## config.mk

```make
export PLATFORM = sky130hd
export DESIGN_NAME = bus_fault_response
export DESIGN_NICKNAME = d
export VERILOG_FILES = /design/src/hw/bus_fault_pkg.sv /design/src/hw/bus_fault_response.sv
export VERILOG_INCLUDE_DIRS = /design/src /design/src/hw
export SDC_FILE = /design/constraint.sdc
export NUM_CORES = 1
export LEC_CHECK = 0
export BUFFER_PORTS_ARGS = -buffer_cell sky130_fd_sc_hd__buf_2
export CAP_MARGIN = 20
export CORE_ASPECT_RATIO = 1.75
export CORE_MARGIN = 2
export CORE_UTILIZATION = 50
export CTS_CLUSTER_DIAMETER = 40
export DETAILED_ROUTE_END_ITERATION = 8
export GPL_TIMING_DRIVEN = 0
export HOLD_SLACK_MARGIN = 0.15
export PLACE_DENSITY_LB_ADDON = 0.05
export SLEW_MARGIN = 20
export SYNTH_ARGS = -nofsm -noshare
export SYNTH_HDL_FRONTEND = slang
export SYNTH_SLANG_ARGS = --single-unit
```

## constraint.sdc

```tcl
create_clock -name aclk -period 2.4 [get_ports aclk]
set_clock_uncertainty 0.05 [all_clocks]
set_input_delay 0.36 -clock aclk [delete_from_list [all_inputs] [get_ports aclk]]
set_output_delay 0.36 -clock aclk [all_outputs]
set_load 0.02 [all_outputs]
```

## src/hw/bus_fault_regs.svh

```systemverilog
// Purpose: Offsets, fields and reset values for the bus fault response block
// Assumes: AXI4-Lite slave, 32-bit data, one aligned word per register
// Notes:   Included by the package and the design
`ifndef BUS_FAULT_REGS_SVH
`define BUS_FAULT_REGS_SVH
`define OFF_CORE_CAPTURE     8'h00
`define OFF_FAULT_DETAIL     8'h04
`define OFF_DMA_CTRL         8'h08
`define OFF_ABORT_CTRL       8'h0C
`define OFF_FAULT_ADDR       8'h10
`define OFF_FAULT_STATUS     8'h14
`define OFF_XLAT_FLAGS       8'h18
`define OFF_CAPT_FIRST       8'h1C
`define OFF_CAPT_SECOND      8'h20
`define OFF_ROUTING          8'h24
`define OFF_DRAM_RAW         8'h28
`define OFF_DRAM_ENABLE_SET  8'h2C
`define OFF_DRAM_ENABLE_CLR  8'h30
`define OFF_CHAN_QUEUE       8'h34
`define OFF_STATUS_CLEAR     8'h38
`define CORE_FAULT_KIND      3'h4
`define ABORT_MASK_RESET     1'b1
`define DMA_IRQ_EN_RESET     1'b0
`define RESP_OKAY            2'h0
`define RESP_SLVERR          2'h2
`define RESP_DECERR          2'h3
`define NUM_CHAN             4
`define NUM_PRIV             8
`endif

```

## src/hw/bus_fault_pkg.sv

```systemverilog
// Purpose: Types shared by the bus fault response block
// Assumes: Constants come from bus_fault_regs.svh
// Notes:   Carriers are packed structs
`include "bus_fault_regs.svh"
package bus_fault_pkg;
   // Master that issued the transfer whose response is returned
   typedef enum logic [7:0] {
      SRC_CORE  = 8'h01,
      SRC_APP   = 8'h02,
      SRC_PCIE  = 8'h04,
      SRC_DMA   = 8'h08,
      SRC_PKT   = 8'h10,
      SRC_SER   = 8'h20,
      SRC_RIO   = 8'h40,
      SRC_LINK  = 8'h80
   } source_e;
   typedef struct packed {
      logic          valid;
      logic          is_read;
      logic [2:0]    status;
      logic [31:0]   addr;
      logic [2:0]    priv;
      logic [7:0]    master;
      logic          posted;
      logic [1:0]    chan;
      logic          sync;
      logic          dram_write;
      logic          aligned;
      source_e       source;
   } response_s;
   typedef enum logic [2:0] {
      AX_IDLE  = 3'b001,
      AX_WRESP = 3'b010,
      AX_RDATA = 3'b100
   } axi_state_e;
endpackage : bus_fault_pkg

```

## src/hw/bus_fault_response.sv

```systemverilog
// Purpose: Bus masters' reactions to errored write or read responses
// Assumes: One clock aclk, synchronous active-low reset, all inputs on aclk
// Notes:   Registers reached over AXI4-Lite; PCIe and packet DMA keep no state except dram_raw on a misaligned DRAM write
//
// Added by the designer: the AXI4-Lite interface to the registers and the register offsets.
`timescale 1ns/1ps
`include "bus_fault_regs.svh"
module bus_fault_response (
   input  wire logic                       aclk,
   input  wire logic                       aresetn,
   input  wire logic [7:0]                 s_axi_awaddr,
   input  wire logic                       s_axi_awvalid,
   output logic                            s_axi_awready,
   input  wire logic [31:0]                s_axi_wdata,
   input  wire logic [3:0]                 s_axi_wstrb,
   input  wire logic                       s_axi_wvalid,
   output logic                            s_axi_wready,
   output logic [1:0]                      s_axi_bresp,
   output logic                            s_axi_bvalid,
   input  wire logic                       s_axi_bready,
   input  wire logic [7:0]                 s_axi_araddr,
   input  wire logic                       s_axi_arvalid,
   output logic                            s_axi_arready,
   output logic [31:0]                     s_axi_rdata,
   output logic [1:0]                      s_axi_rresp,
   output logic                            s_axi_rvalid,
   input  wire logic                       s_axi_rready,
   input  wire bus_fault_pkg::response_s   resp,
   input  wire logic                       link_active,
   input  wire logic                       dma_beat_in,
   output logic                            dma_beat_out,
   output logic [2:0]                      link_read_status,
   output logic                            core_fault_irq,
   output logic                            app_abort,
   output logic                            pcie_completion_abort,
   output logic                            dma_fault_irq,
   output logic [`NUM_CHAN-1:0]            channel_error_event,
   output logic [`NUM_CHAN-1:0]            rio_core_irq,
   output logic                            link_fault_interrupt,
   output logic                            dram_ecc_irq
);
   // Error test shared by every master except packet DMA
   function automatic logic is_error(input logic [2:0] st);
      is_error = (st != 3'h0);
   endfunction : is_error

   function automatic logic hit(input bus_fault_pkg::response_s r,
                                input bus_fault_pkg::source_e s);
      hit = r.valid && (r.source == s) && is_error(r.status);
   endfunction : hit

   bus_fault_pkg::axi_state_e   state;
   logic [7:0]                  waddr;
   logic [31:0]                 wdata;
   logic                        have_aw;
   logic                        have_w;
   logic                        core_valid;
   logic [2:0]                  core_kind;
   logic [31:0]                 core_addr;
   logic                        dma_valid;
   logic [2:0]                  dma_status;
   logic [31:0]                 dma_addr;
   logic [7:0]                  dma_master;
   logic                        dma_irq_en;
   logic                        dma_pending;
   logic                        abort_mask;
   logic                        abort_pending;
   logic [31:0]                 fault_addr;
   logic [7:0]                  fault_status;
   logic [`NUM_PRIV-1:0]        xlat_flags;
   logic [31:0]                 capt_first;
   logic [15:0]                 capt_second;
   logic [2*`NUM_PRIV-1:0]      routing;
   logic                        dram_raw;
   logic                        dram_en;
   logic [1:0]                  dram_core;
   logic [`NUM_CHAN-1:0]        chan_pending;
   logic [2:0]                  chan_code [`NUM_CHAN];
   logic                        link_pending;

   // Write decode; a write happens when both address and data are held
   wire        wr_go       = have_aw && have_w && (state == bus_fault_pkg::AX_IDLE);
   wire        wr_core     = wr_go && (waddr == `OFF_CORE_CAPTURE);
   wire        wr_dma      = wr_go && (waddr == `OFF_DMA_CTRL);
   wire        wr_abort    = wr_go && (waddr == `OFF_ABORT_CTRL);
   wire        wr_xlat     = wr_go && (waddr == `OFF_XLAT_FLAGS);
   wire        wr_route    = wr_go && (waddr == `OFF_ROUTING);
   wire        wr_raw      = wr_go && (waddr == `OFF_DRAM_RAW);
   wire        wr_en_set   = wr_go && (waddr == `OFF_DRAM_ENABLE_SET);
   wire        wr_en_clr   = wr_go && (waddr == `OFF_DRAM_ENABLE_CLR);
   wire        wr_clear    = wr_go && (waddr == `OFF_STATUS_CLEAR);
   wire        wr_known    = wr_core | wr_dma | wr_abort | wr_xlat | wr_route | wr_raw |
                             wr_en_set | wr_en_clr | wr_clear |
                             (waddr == `OFF_FAULT_DETAIL) | (waddr == `OFF_FAULT_ADDR) |
                             (waddr == `OFF_FAULT_STATUS) | (waddr == `OFF_CAPT_FIRST) |
                             (waddr == `OFF_CAPT_SECOND) | (waddr == `OFF_CHAN_QUEUE);
   wire        rd_go       = s_axi_arvalid && s_axi_arready;

   // Per-master hits
   wire        core_hit    = hit(resp, bus_fault_pkg::SRC_CORE);
   wire        app_hit     = hit(resp, bus_fault_pkg::SRC_APP);
   wire        pcie_rd_hit = hit(resp, bus_fault_pkg::SRC_PCIE) && resp.is_read;
   wire        dma_hit     = hit(resp, bus_fault_pkg::SRC_DMA);
   wire        ser_hit     = hit(resp, bus_fault_pkg::SRC_SER);
   wire        rio_hit     = hit(resp, bus_fault_pkg::SRC_RIO);
   wire        link_hit    = hit(resp, bus_fault_pkg::SRC_LINK);
   // Protected write that breaks 64-bit alignment or quanta
   wire        ecc_hit     = resp.valid && resp.dram_write && !resp.aligned;

   wire        clr_core    = wr_clear && wdata[0];
   wire        clr_dma     = wr_clear && wdata[1];
   wire        clr_abort   = wr_clear && wdata[2];
   wire        clr_link    = wr_clear && wdata[3];
   wire [3:0]  clr_chan    = wr_clear ? wdata[11:8] : 4'h0;

   wire [`NUM_PRIV-1:0] xlat_set = rio_hit ? (8'h01 << resp.priv) : 8'h00;
   wire [`NUM_PRIV-1:0] next_xlat = (xlat_flags & ~(wr_xlat ? wdata[7:0] : 8'h00))
                                    | xlat_set;

   // AXI4-Lite channel handshakes
   always_ff @(posedge aclk) begin
      if (!aresetn) begin
         state <= bus_fault_pkg::AX_IDLE;
         have_aw <= 1'b0;
         have_w <= 1'b0;
         waddr <= 8'h00;
         wdata <= 32'h0000_0000;
         s_axi_awready <= 1'b0;
         s_axi_wready <= 1'b0;
         s_axi_bvalid <= 1'b0;
         s_axi_bresp <= 2'h0;
         s_axi_arready <= 1'b0;
         s_axi_rvalid <= 1'b0;
         s_axi_rresp <= 2'h0;
         s_axi_rdata <= 32'h0000_0000;
      end else begin
         s_axi_awready <= !have_aw && !s_axi_awready && (state == bus_fault_pkg::AX_IDLE);
         s_axi_wready <= !have_w && !s_axi_wready && (state == bus_fault_pkg::AX_IDLE);
         s_axi_arready <= 1'b0;
         if (s_axi_awvalid && s_axi_awready) begin
            have_aw <= 1'b1;
            waddr <= {s_axi_awaddr[7:2], 2'b00};
         end
         if (s_axi_wvalid && s_axi_wready) begin
            have_w <= 1'b1;
            wdata <= s_axi_wdata;
         end
         case (state)
            bus_fault_pkg::AX_IDLE: begin
               if (wr_go) begin
                  have_aw <= 1'b0;
                  have_w <= 1'b0;
                  s_axi_bvalid <= 1'b1;
                  s_axi_bresp <= wr_known ? `RESP_OKAY : `RESP_DECERR;
                  state <= bus_fault_pkg::AX_WRESP;
               end else if (s_axi_arvalid && !have_aw && !have_w) begin
                  s_axi_arready <= 1'b1;
                  state <= bus_fault_pkg::AX_RDATA;
               end
            end
            bus_fault_pkg::AX_WRESP: begin
               if (s_axi_bready) begin
                  s_axi_bvalid <= 1'b0;
                  state <= bus_fault_pkg::AX_IDLE;
               end
            end
            bus_fault_pkg::AX_RDATA: begin
               if (rd_go) begin
                  s_axi_rvalid <= 1'b1;
                  s_axi_rresp <= `RESP_OKAY;
                  case ({s_axi_araddr[7:2], 2'b00})
                     `OFF_CORE_CAPTURE:    s_axi_rdata <= {28'h0, core_kind, core_valid};
                     `OFF_FAULT_DETAIL:    s_axi_rdata <= {dma_master, 20'h0, dma_status,
                                                           dma_valid};
                     `OFF_DMA_CTRL:        s_axi_rdata <= {31'h0, dma_irq_en};
                     `OFF_ABORT_CTRL:      s_axi_rdata <= {31'h0, abort_mask};
                     `OFF_FAULT_ADDR:      s_axi_rdata <= fault_addr;
                     `OFF_FAULT_STATUS:    s_axi_rdata <= {24'h0, fault_status};
                     `OFF_XLAT_FLAGS:      s_axi_rdata <= {24'h0, xlat_flags};
                     `OFF_CAPT_FIRST:      s_axi_rdata <= capt_first;
                     `OFF_CAPT_SECOND:     s_axi_rdata <= {16'h0, capt_second};
                     `OFF_ROUTING:         s_axi_rdata <= {16'h0, routing};
                     `OFF_DRAM_RAW:        s_axi_rdata <= {31'h0, dram_raw};
                     `OFF_DRAM_ENABLE_SET: s_axi_rdata <= {29'h0, dram_core, dram_en};
                     `OFF_DRAM_ENABLE_CLR: s_axi_rdata <= {31'h0, dram_en};
                     `OFF_CHAN_QUEUE:      s_axi_rdata <= {16'h0, chan_code[3], chan_code[2],
                                                           chan_code[1], chan_code[0],
                                                           chan_pending};
                     `OFF_STATUS_CLEAR:    s_axi_rdata <= 32'h0000_0000;
                     default: begin
                        s_axi_rdata <= 32'h0000_0000;
                        s_axi_rresp <= `RESP_DECERR;
                     end
                  endcase
               end else if (s_axi_rvalid && s_axi_rready) begin
                  s_axi_rvalid <= 1'b0;
                  state <= bus_fault_pkg::AX_IDLE;
               end
            end
            default: state <= bus_fault_pkg::AX_IDLE;
         endcase
      end
   end

   // Core port and application core
   always_ff @(posedge aclk) begin
      if (!aresetn) begin
         core_valid <= 1'b0;
         core_kind <= 3'h0;
         core_addr <= 32'h0000_0000;
         abort_mask <= `ABORT_MASK_RESET;
         abort_pending <= 1'b0;
         fault_addr <= 32'h0000_0000;
         fault_status <= 8'h00;
      end else begin
         // Set beats clear, so a fault in the clear cycle survives
         if (core_hit && (!core_valid || clr_core || wr_core)) begin
            core_valid <= 1'b1;
            core_kind <= `CORE_FAULT_KIND;
            core_addr <= resp.addr;
         end else if (clr_core || wr_core) begin
            core_valid <= 1'b0;
         end
         if (wr_abort) begin
            abort_mask <= wdata[0];
         end
         if (app_hit) begin
            abort_pending <= 1'b1;
            fault_status <= {resp.sync, resp.is_read, 3'h0, resp.status};
            if (resp.sync) begin
               fault_addr <= resp.addr;
            end
         end else if (clr_abort) begin
            abort_pending <= 1'b0;
         end
      end
   end

   // DMA controller, RapidIO, serial channels, link, DRAM
   always_ff @(posedge aclk) begin
      if (!aresetn) begin
         dma_valid <= 1'b0;
         dma_status <= 3'h0;
         dma_addr <= 32'h0000_0000;
         dma_master <= 8'h00;
         dma_irq_en <= `DMA_IRQ_EN_RESET;
         dma_pending <= 1'b0;
         xlat_flags <= 8'h00;
         capt_first <= 32'h0000_0000;
         capt_second <= 16'h0000;
         routing <= 16'h0000;
         dram_raw <= 1'b0;
         dram_en <= 1'b0;
         dram_core <= 2'h0;
         chan_pending <= 4'h0;
         link_pending <= 1'b0;
         for (int i = 0; i < `NUM_CHAN; i++) begin
            chan_code[i] <= 3'h0;
         end
      end else begin
         if (dma_hit) begin
            dma_valid <= 1'b1;
            dma_status <= resp.status;
            dma_addr <= resp.addr;
            dma_master <= resp.master;
            dma_pending <= 1'b1;
         end else if (clr_dma) begin
            dma_valid <= 1'b0;
            dma_pending <= 1'b0;
         end
         if (wr_dma) begin
            dma_irq_en <= wdata[0];
         end
         xlat_flags <= next_xlat;
         if (rio_hit && !resp.posted) begin
            capt_first <= resp.addr;
            capt_second <= {resp.master, 5'h00, resp.priv};
         end
         if (wr_route) begin
            routing <= wdata[15:0];
         end
         // Write ECC flag, set wins over clear
         if (ecc_hit) begin
            dram_raw <= 1'b1;
         end else if (wr_raw && wdata[0]) begin
            dram_raw <= 1'b0;
         end
         if (wr_en_set) begin
            dram_en <= dram_en | wdata[0];
            dram_core <= wdata[2:1];
         end else if (wr_en_clr && wdata[0]) begin
            dram_en <= 1'b0;
         end
         for (int i = 0; i < `NUM_CHAN; i++) begin
            if (ser_hit && (resp.chan == i[1:0])) begin
               chan_pending[i] <= 1'b1;
               chan_code[i] <= resp.status;
            end else if (clr_chan[i]) begin
               chan_pending[i] <= 1'b0;
            end
         end
         if (link_hit) begin
            link_pending <= 1'b1;
         end else if (clr_link) begin
            link_pending <= 1'b0;
         end
      end
   end

   // Registered outputs toward cores and requesters
   always_ff @(posedge aclk) begin
      if (!aresetn) begin
         core_fault_irq <= 1'b0;
         app_abort <= 1'b0;
         pcie_completion_abort <= 1'b0;
         dma_fault_irq <= 1'b0;
         channel_error_event <= 4'h0;
         rio_core_irq <= 4'h0;
         link_fault_interrupt <= 1'b0;
         link_read_status <= 3'h0;
         dram_ecc_irq <= 1'b0;
         dma_beat_out <= 1'b0;
      end else begin
         core_fault_irq <= core_valid;
         app_abort <= abort_pending && !abort_mask;
         // PCIe has no log and no irq; write errors answer nothing
         pcie_completion_abort <= pcie_rd_hit;
         dma_fault_irq <= dma_pending && dma_irq_en;
         channel_error_event <= chan_pending;
         for (int c = 0; c < `NUM_CHAN; c++) begin
            rio_core_irq[c] <= 1'b0;
            for (int p = 0; p < `NUM_PRIV; p++) begin
               if (xlat_flags[p] && (routing[2*p +: 2] == c[1:0])) begin
                  rio_core_irq[c] <= 1'b1;
               end
            end
         end
         link_fault_interrupt <= link_pending;
         if (link_active && resp.valid && resp.is_read &&
             resp.source == bus_fault_pkg::SRC_LINK) begin
            link_read_status <= resp.status;
         end
         // One ECC line; dram_core is stored for readback but steers nothing
         dram_ecc_irq <= dram_raw && dram_en;
         // Data beats pass regardless of any fault
         dma_beat_out <= dma_beat_in;
      end
   end
   // Packet DMA responses touch no state except dram_raw on a misaligned DRAM write

endmodule : bus_fault_response

```

Yosys cells after proc, flatten, opt, wreduce, memory -nomap -nowiden
Memories as Yosys holds them, arrays and structs flattened.
Index checks and enable logic that the tools add are counted.

cells by class
  reductions and logical operators = 131
  shift operators = 1
  mux-type cells = 93
  div/mod/pow operators = 0
  bitwise operators = 24
  add/sub/neg operators = 0
  order comparisons = 0
  $mul = 0
  eq/ne operators = 70

operator list
  cell                                                              number
  32-bit case mux with 14 select lines                              1
  1-bit logical AND                                                 88
  6-bit by 4-bit == test with 1-bit output (second input constant)  14
  1-bit 2-to-1 mux                                                  76
  6-bit by 3-bit == test with 1-bit output (second input constant)  8
  2-bit == test (second input constant)                             18
  3-bit 2-to-1 mux                                                  9
  6-bit by 2-bit == test with 1-bit output (second input constant)  4
  2-bit nonzero test                                                12
  1-bit bitwise OR                                                  19
  2-bit by 1-bit == test with 1-bit output (second input constant)  9
  2-bit logical NOT                                                 9
  8-bit 2-to-1 mux                                                  2
  15-bit OR reduction                                               1
  6-bit by 1-bit == test with 1-bit output (second input constant)  2
  3-bit case mux with 3 select lines                                1
  8-bit AND                                                         1
  8-bit by 1-bit == test with 1-bit output (second input constant)  1
  8-bit by 2-bit == test with 1-bit output (second input constant)  1
  8-bit by 3-bit == test with 1-bit output (second input constant)  1
  8-bit by 4-bit == test with 1-bit output (second input constant)  1
  8-bit by 6-bit == test with 1-bit output (second input constant)  1
  8-bit by 7-bit == test with 1-bit output (second input constant)  1
  8-bit == test (second input constant)                             1
  21 further kinds                                                  38

storage, ports and cells
  output and inout bits = 59
  memories = 1
  bits in registers = 216
  bits of input ports = 123
  bits in latches = 0
  bits in read-only memories = 0
  memory bits (writable) = 12

memories
  name       words  width  rd ports  clocked after Yosys merged registers in  wr ports  line                      source
  chan_code  4      3      4         0                                        4         bus_fault_response.sv:78  logic [2:0] chan_code [`NUM_CHAN];

Logic depth before layout (Yosys ltp)
  depth after elaboration = 18
  mapped depth = 8

Worst setup path before layout
Ideal clock, no wire load.

  path kind = input port to flip-flop
  start = input resp[0] in the netlist's numbering
  end = memory chan_code[1][0], enable pin
  required time = 2.006 ns
  arrival = 1.912 ns
  setup time = 0.344 ns
  stages on the path = 5
  path buffers = 0
  slack = 0.094 ns
  cells stage by stage = or4_1 > nor4_1 > and3b_1 > nand2_1 > o21ai_0

RTL lines
  what             line                      source
  start, declared  bus_fault_response.sv:28  input wire bus_fault_pkg::response_s resp,
  end, declared    bus_fault_response.sv:78

Worst setup path after layout
  start = register state[0]
  end = register link_pending

on the way
  cells in the longest elaborated chain, start to end = 5

ends and longest elaborated chain
  what                                      line                       source
  start, declared                           bus_fault_response.sv:52   bus_fault_pkg::axi_state_e state;
  start signal, assigned                    bus_fault_response.sv:123  state <= bus_fault_pkg::AX_IDLE;
  start signal, assigned                    bus_fault_response.sv:155  state <= bus_fault_pkg::AX_WRESP;
  start signal, assigned                    bus_fault_response.sv:158  state <= bus_fault_pkg::AX_RDATA;
  3-bit by 1-bit == test with 1-bit output  bus_fault_response.sv:82   wire wr_go = have_aw && have_w && (state == bus_fault_pkg::AX_IDLE);
  1-bit logical AND                         bus_fault_response.sv:82
  1-bit logical AND                         bus_fault_response.sv:91   wire wr_clear = wr_go && (waddr == `OFF_STATUS_CLEAR);
  1-bit logical AND                         bus_fault_response.sv:113  wire clr_link = wr_clear && wdata[3];
  2-bit nonzero test (no line)              n/a
  end signal, assigned                      bus_fault_response.sv:256  link_pending <= 1'b0;
  end signal, assigned                      bus_fault_response.sv:303  link_pending <= 1'b1;
  end signal, assigned                      bus_fault_response.sv:305  link_pending <= 1'b0;
  end, declared                             bus_fault_response.sv:79   logic link_pending;

Every way passes these cells.
A chain may end at the register's enable or synchronous reset.

==> results.md <==
* Status: finished clean
* Top-area cell type share of the netlist area at 43.9%
* Setup-violating endpoint count in the final report at 0
* Layout overhead on the synthesized area at 27.1%
* Type of element capturing the critical path: flop
* Peak VDD IR at 0.576 mV
* Routed vias/inst at 5.77
* Finished Core Util at 64.8%
* Non-filler instance count after layout at 1597
* Number of clock sinks at 226
* Synthesis-stage register bit count at 226
* Period utilization at 95.4%
* Final hold vios at 0
* Diodes inserted at 0
* Mean instance size in the synthesized netlist at 8.96 µm²
* Library cell with the largest summed area after synthesis: dfxtp_1
* H-tree lvl count at 1
* HPWL reported at the end of detailed placement at 24.4 mm
* Routed vias at 9217
* First-iteration detailed-routing DRC count at 790
* Minimum period implied by the final worst setup slack at 2290 ps
* Worst-margin pin slew at 833 ps
* Chip Height at 189 µm
* Post-synth EDFFs at 12
* Bufs and invs on worst path at 1
* Number of warnings reported in the yosys synthesis log at 0
* Number of rows in the core area at 67
* GRT Total Usage at 31.8%
* Nets at 1462
* Post-DR wirelength/cell at 20.4 µm
* FILL cells at 1722
* WP data required at 2770 ps
* Leading post-synthesis cells by cell area: dfxtp_1 44%, nand2_1 8.0%, nand3_1 6.4%
* Cells along the critical path: nor3b_4, buf_4, nand4b_1, nor2_1, nand2_1, a22o_1
* Register clock-pin slew on the reported worst setup and hold paths at 70 ps
* Clock tree from TritonCTS: built
* Commonest cells after routing, fill and taps aside: 214 x dfxtp_1, 208 x nand2_1, 162 x buf_2, 123 x nand3_1, 74 x a21boi_0
* Part of the Yosys area used for sequential elements at 47.6%
* IO Pins at 182
* Synthesized instance count at 1088
* Launch instance of the worst register-to-register path: state[0]$_SDFFE_PN1P_
* Global route overflow at 0
* Most common cell after layout, fill and taps aside: dfxtp_1
* Via count of the first global-routing pass at 9222
* Path category of the worst min-delay check: input port to flop
* CP arrival at 2660 ps
* Buffer levels on the longest clock path at 3
* Number of port buffers at 153
* X dimension of the die at 110 µm
* Global-route wire length before repair at 50.0 mm
* Antenna violations before repair at 0
* Max-cap violations at 0
* Number of nets with antenna violations after detailed routing at 0
* Cell area after technology mapping at 0.00975 mm²
* Upper clock frequency limit at 437 MHz
* Longest individual stage delay on the worst path at 570 ps
* Number of buffers created by CTS at 23
* Max stage delay cell, worst path: nor2_1
* Max Fanout on Critical Path at 7
* Max-slew violations at 0
* Ys flop type: dfxtp_1
* Leakage at 4.83 nW
* Share of flip-flops with an asynchronous set or reset after synthesis at 0%
* Remaining routing DRC violations at 0
* Effective utilization at floorplan at 51.0%
* Min-delay src: s_axi_awvalid
* Maximum number of pins on one net before global-route repair at 16
* Type of origin of the critical path: flop
* Final WL at 32.6 mm
* Total Die Area at 0.0207 mm²
* Clock latency on the worst-skew pair at 520 ps
* Category of cells accounting for the largest share of critical-path delay: simple AND/OR/NAND/NOR gates
* Proportion of layout cells with a drive suffix above 1 at 18.1%
* Worst slew margin relative to its limit at 44.0%
* Placed insts at 1482
* Tot Pwr at 8.59 mW
* RSZ-0062 raised after global routing: false
* Number of search-and-repair iterations in the first detailed-routing pass at 6
* Origin of the worst setup path: state[0]$_SDFFE_PN1P_
* Power per cell area at 693 mW/mm²
* Mapped Nets at 1211
* Standard cell core area at 0.0191 mm²
* Category of the most critical setup path: flop to flop
* RePlAce Congestion at 0.997
* Post-synth cell types at 71
* Clock root buffer master: clkbuf_16
==> logic make-up after synthesis <==
| logic type | after synthesis | share of synthesized area (%) |
|---|---|---|
| and+or+nand+nor | 521 | 27.2 |
| DFF | 226 | 47.6 |
| AOI/OAI and AO/OA | 216 | 16.8 |
| buffers and inverters | 88 | 4.29 |
| muxes | 37 | 4.09 |
==> flip-flops by register name (all words and copies together) (netlist names), 2 cells and up <==
signal / cells
waddr: 6
wdata: 16
dma_status: 3
dram_core: 2
link_read_status: 3
capt_second: 11
chan_pending: 4
rio_core_irq: 4
capt_first: 32
dma_master: 8
fault_addr: 32
state: 3
fault_status: 5
s_axi_rdata: 32
chan_code: 12
routing: 16
xlat_flags: 8
channel_error_event: 4
==> per-stage QoR <==
stage	setup TNS (ps)	hold slack [ps]	setup WS, ps	cell area (µm²)
2_1_floorplan	0	379	93.8	9750
3_3_place_gp	-42480	385	-659	10800
3_5_place_dp	-45700	393	-711	10800
4_1_cts	0	171	92.6	12400
5_1_grt	0	197	47.0	12400
6_report	0	179	110	12400
==> Yosys cell counts (all sizes together), types with 6 or more instances <==
library cell,n
edfxtp,12
nor2b,28
nand3,125
nand3b,8
nor2,36
and3,8
a32o,8
dfxtp,214
and2,32
nor3b,20
a222oi,17
clkbuf,54
nor3,16
a21boi,77
buf,29
a221oi,21
mux2i,32
a21o,6
o21ai,31
nand2b,7
a21oi,9
nand2,208
a211oi,7
==> power breakdown <==
group / switching [mW] / leakage [nW] / internal (mW)
Clock: 1.55 / 0.388 / 2.16
Sequential: 0.104 / 1.84 / 3.89
Combinational: 0.510 / 2.61 / 0.372
==> tightest hold or removal path: stages <==
cell,delay (ps)
buf_1,160
nand3_1,110
a21boi_0,60
==> routing by layer <==
metal  share of wire, %  track usage [%]
met5                  0                0
met4                6.5             18.6
met3                5.3             4.12
met2                 53             59.1
met1                 35             32.9
==> final timing paths <==
path | end | slack (ps) | cells after the start
worst max-delay path | link_pending$_SDFFE_PN0P_ | 110 | 6
worst min-delay path | waddr[6]$_SDFFE_PN0P_ | 180 | 3
worst max register to register | link_pending$_SDFFE_PN0P_ | 110 | 6
worst min register to register | capt_first[8]$_SDFFE_PN0P_ | 400 | 2
==> what timing repair did <==
| action | 4_1_cts | 5_1_grt |
|---|---|---|
| buffers inserted | 2 | 0 |
| hold buffers | 72 | 0 |
| endpoints found under the setup margin | 82 | 9 |
| pin swaps | 0 | 0 |
| resized for setup | 5 | 4 |
| hold endpoints to repair | 112 | 0 |
| gates cloned | 0 | 0 |
==> area by class of cell <==
type	instances	area, µm²	share of cell area [%]
Multi-Input combinational cell	774	4740	38.3
Sequential cell	226	4640	37.5
Timing Repair Buffer	227	1500	12.1
Clock buffer	31	657	5.30
Buffer	82	395	3.19
Tap cell	241	302	2.43
Clock inverter	11	128	1.03
Inverter	5	18.8	0.152
Note: power is estimated with default switching activity, not from simulation.
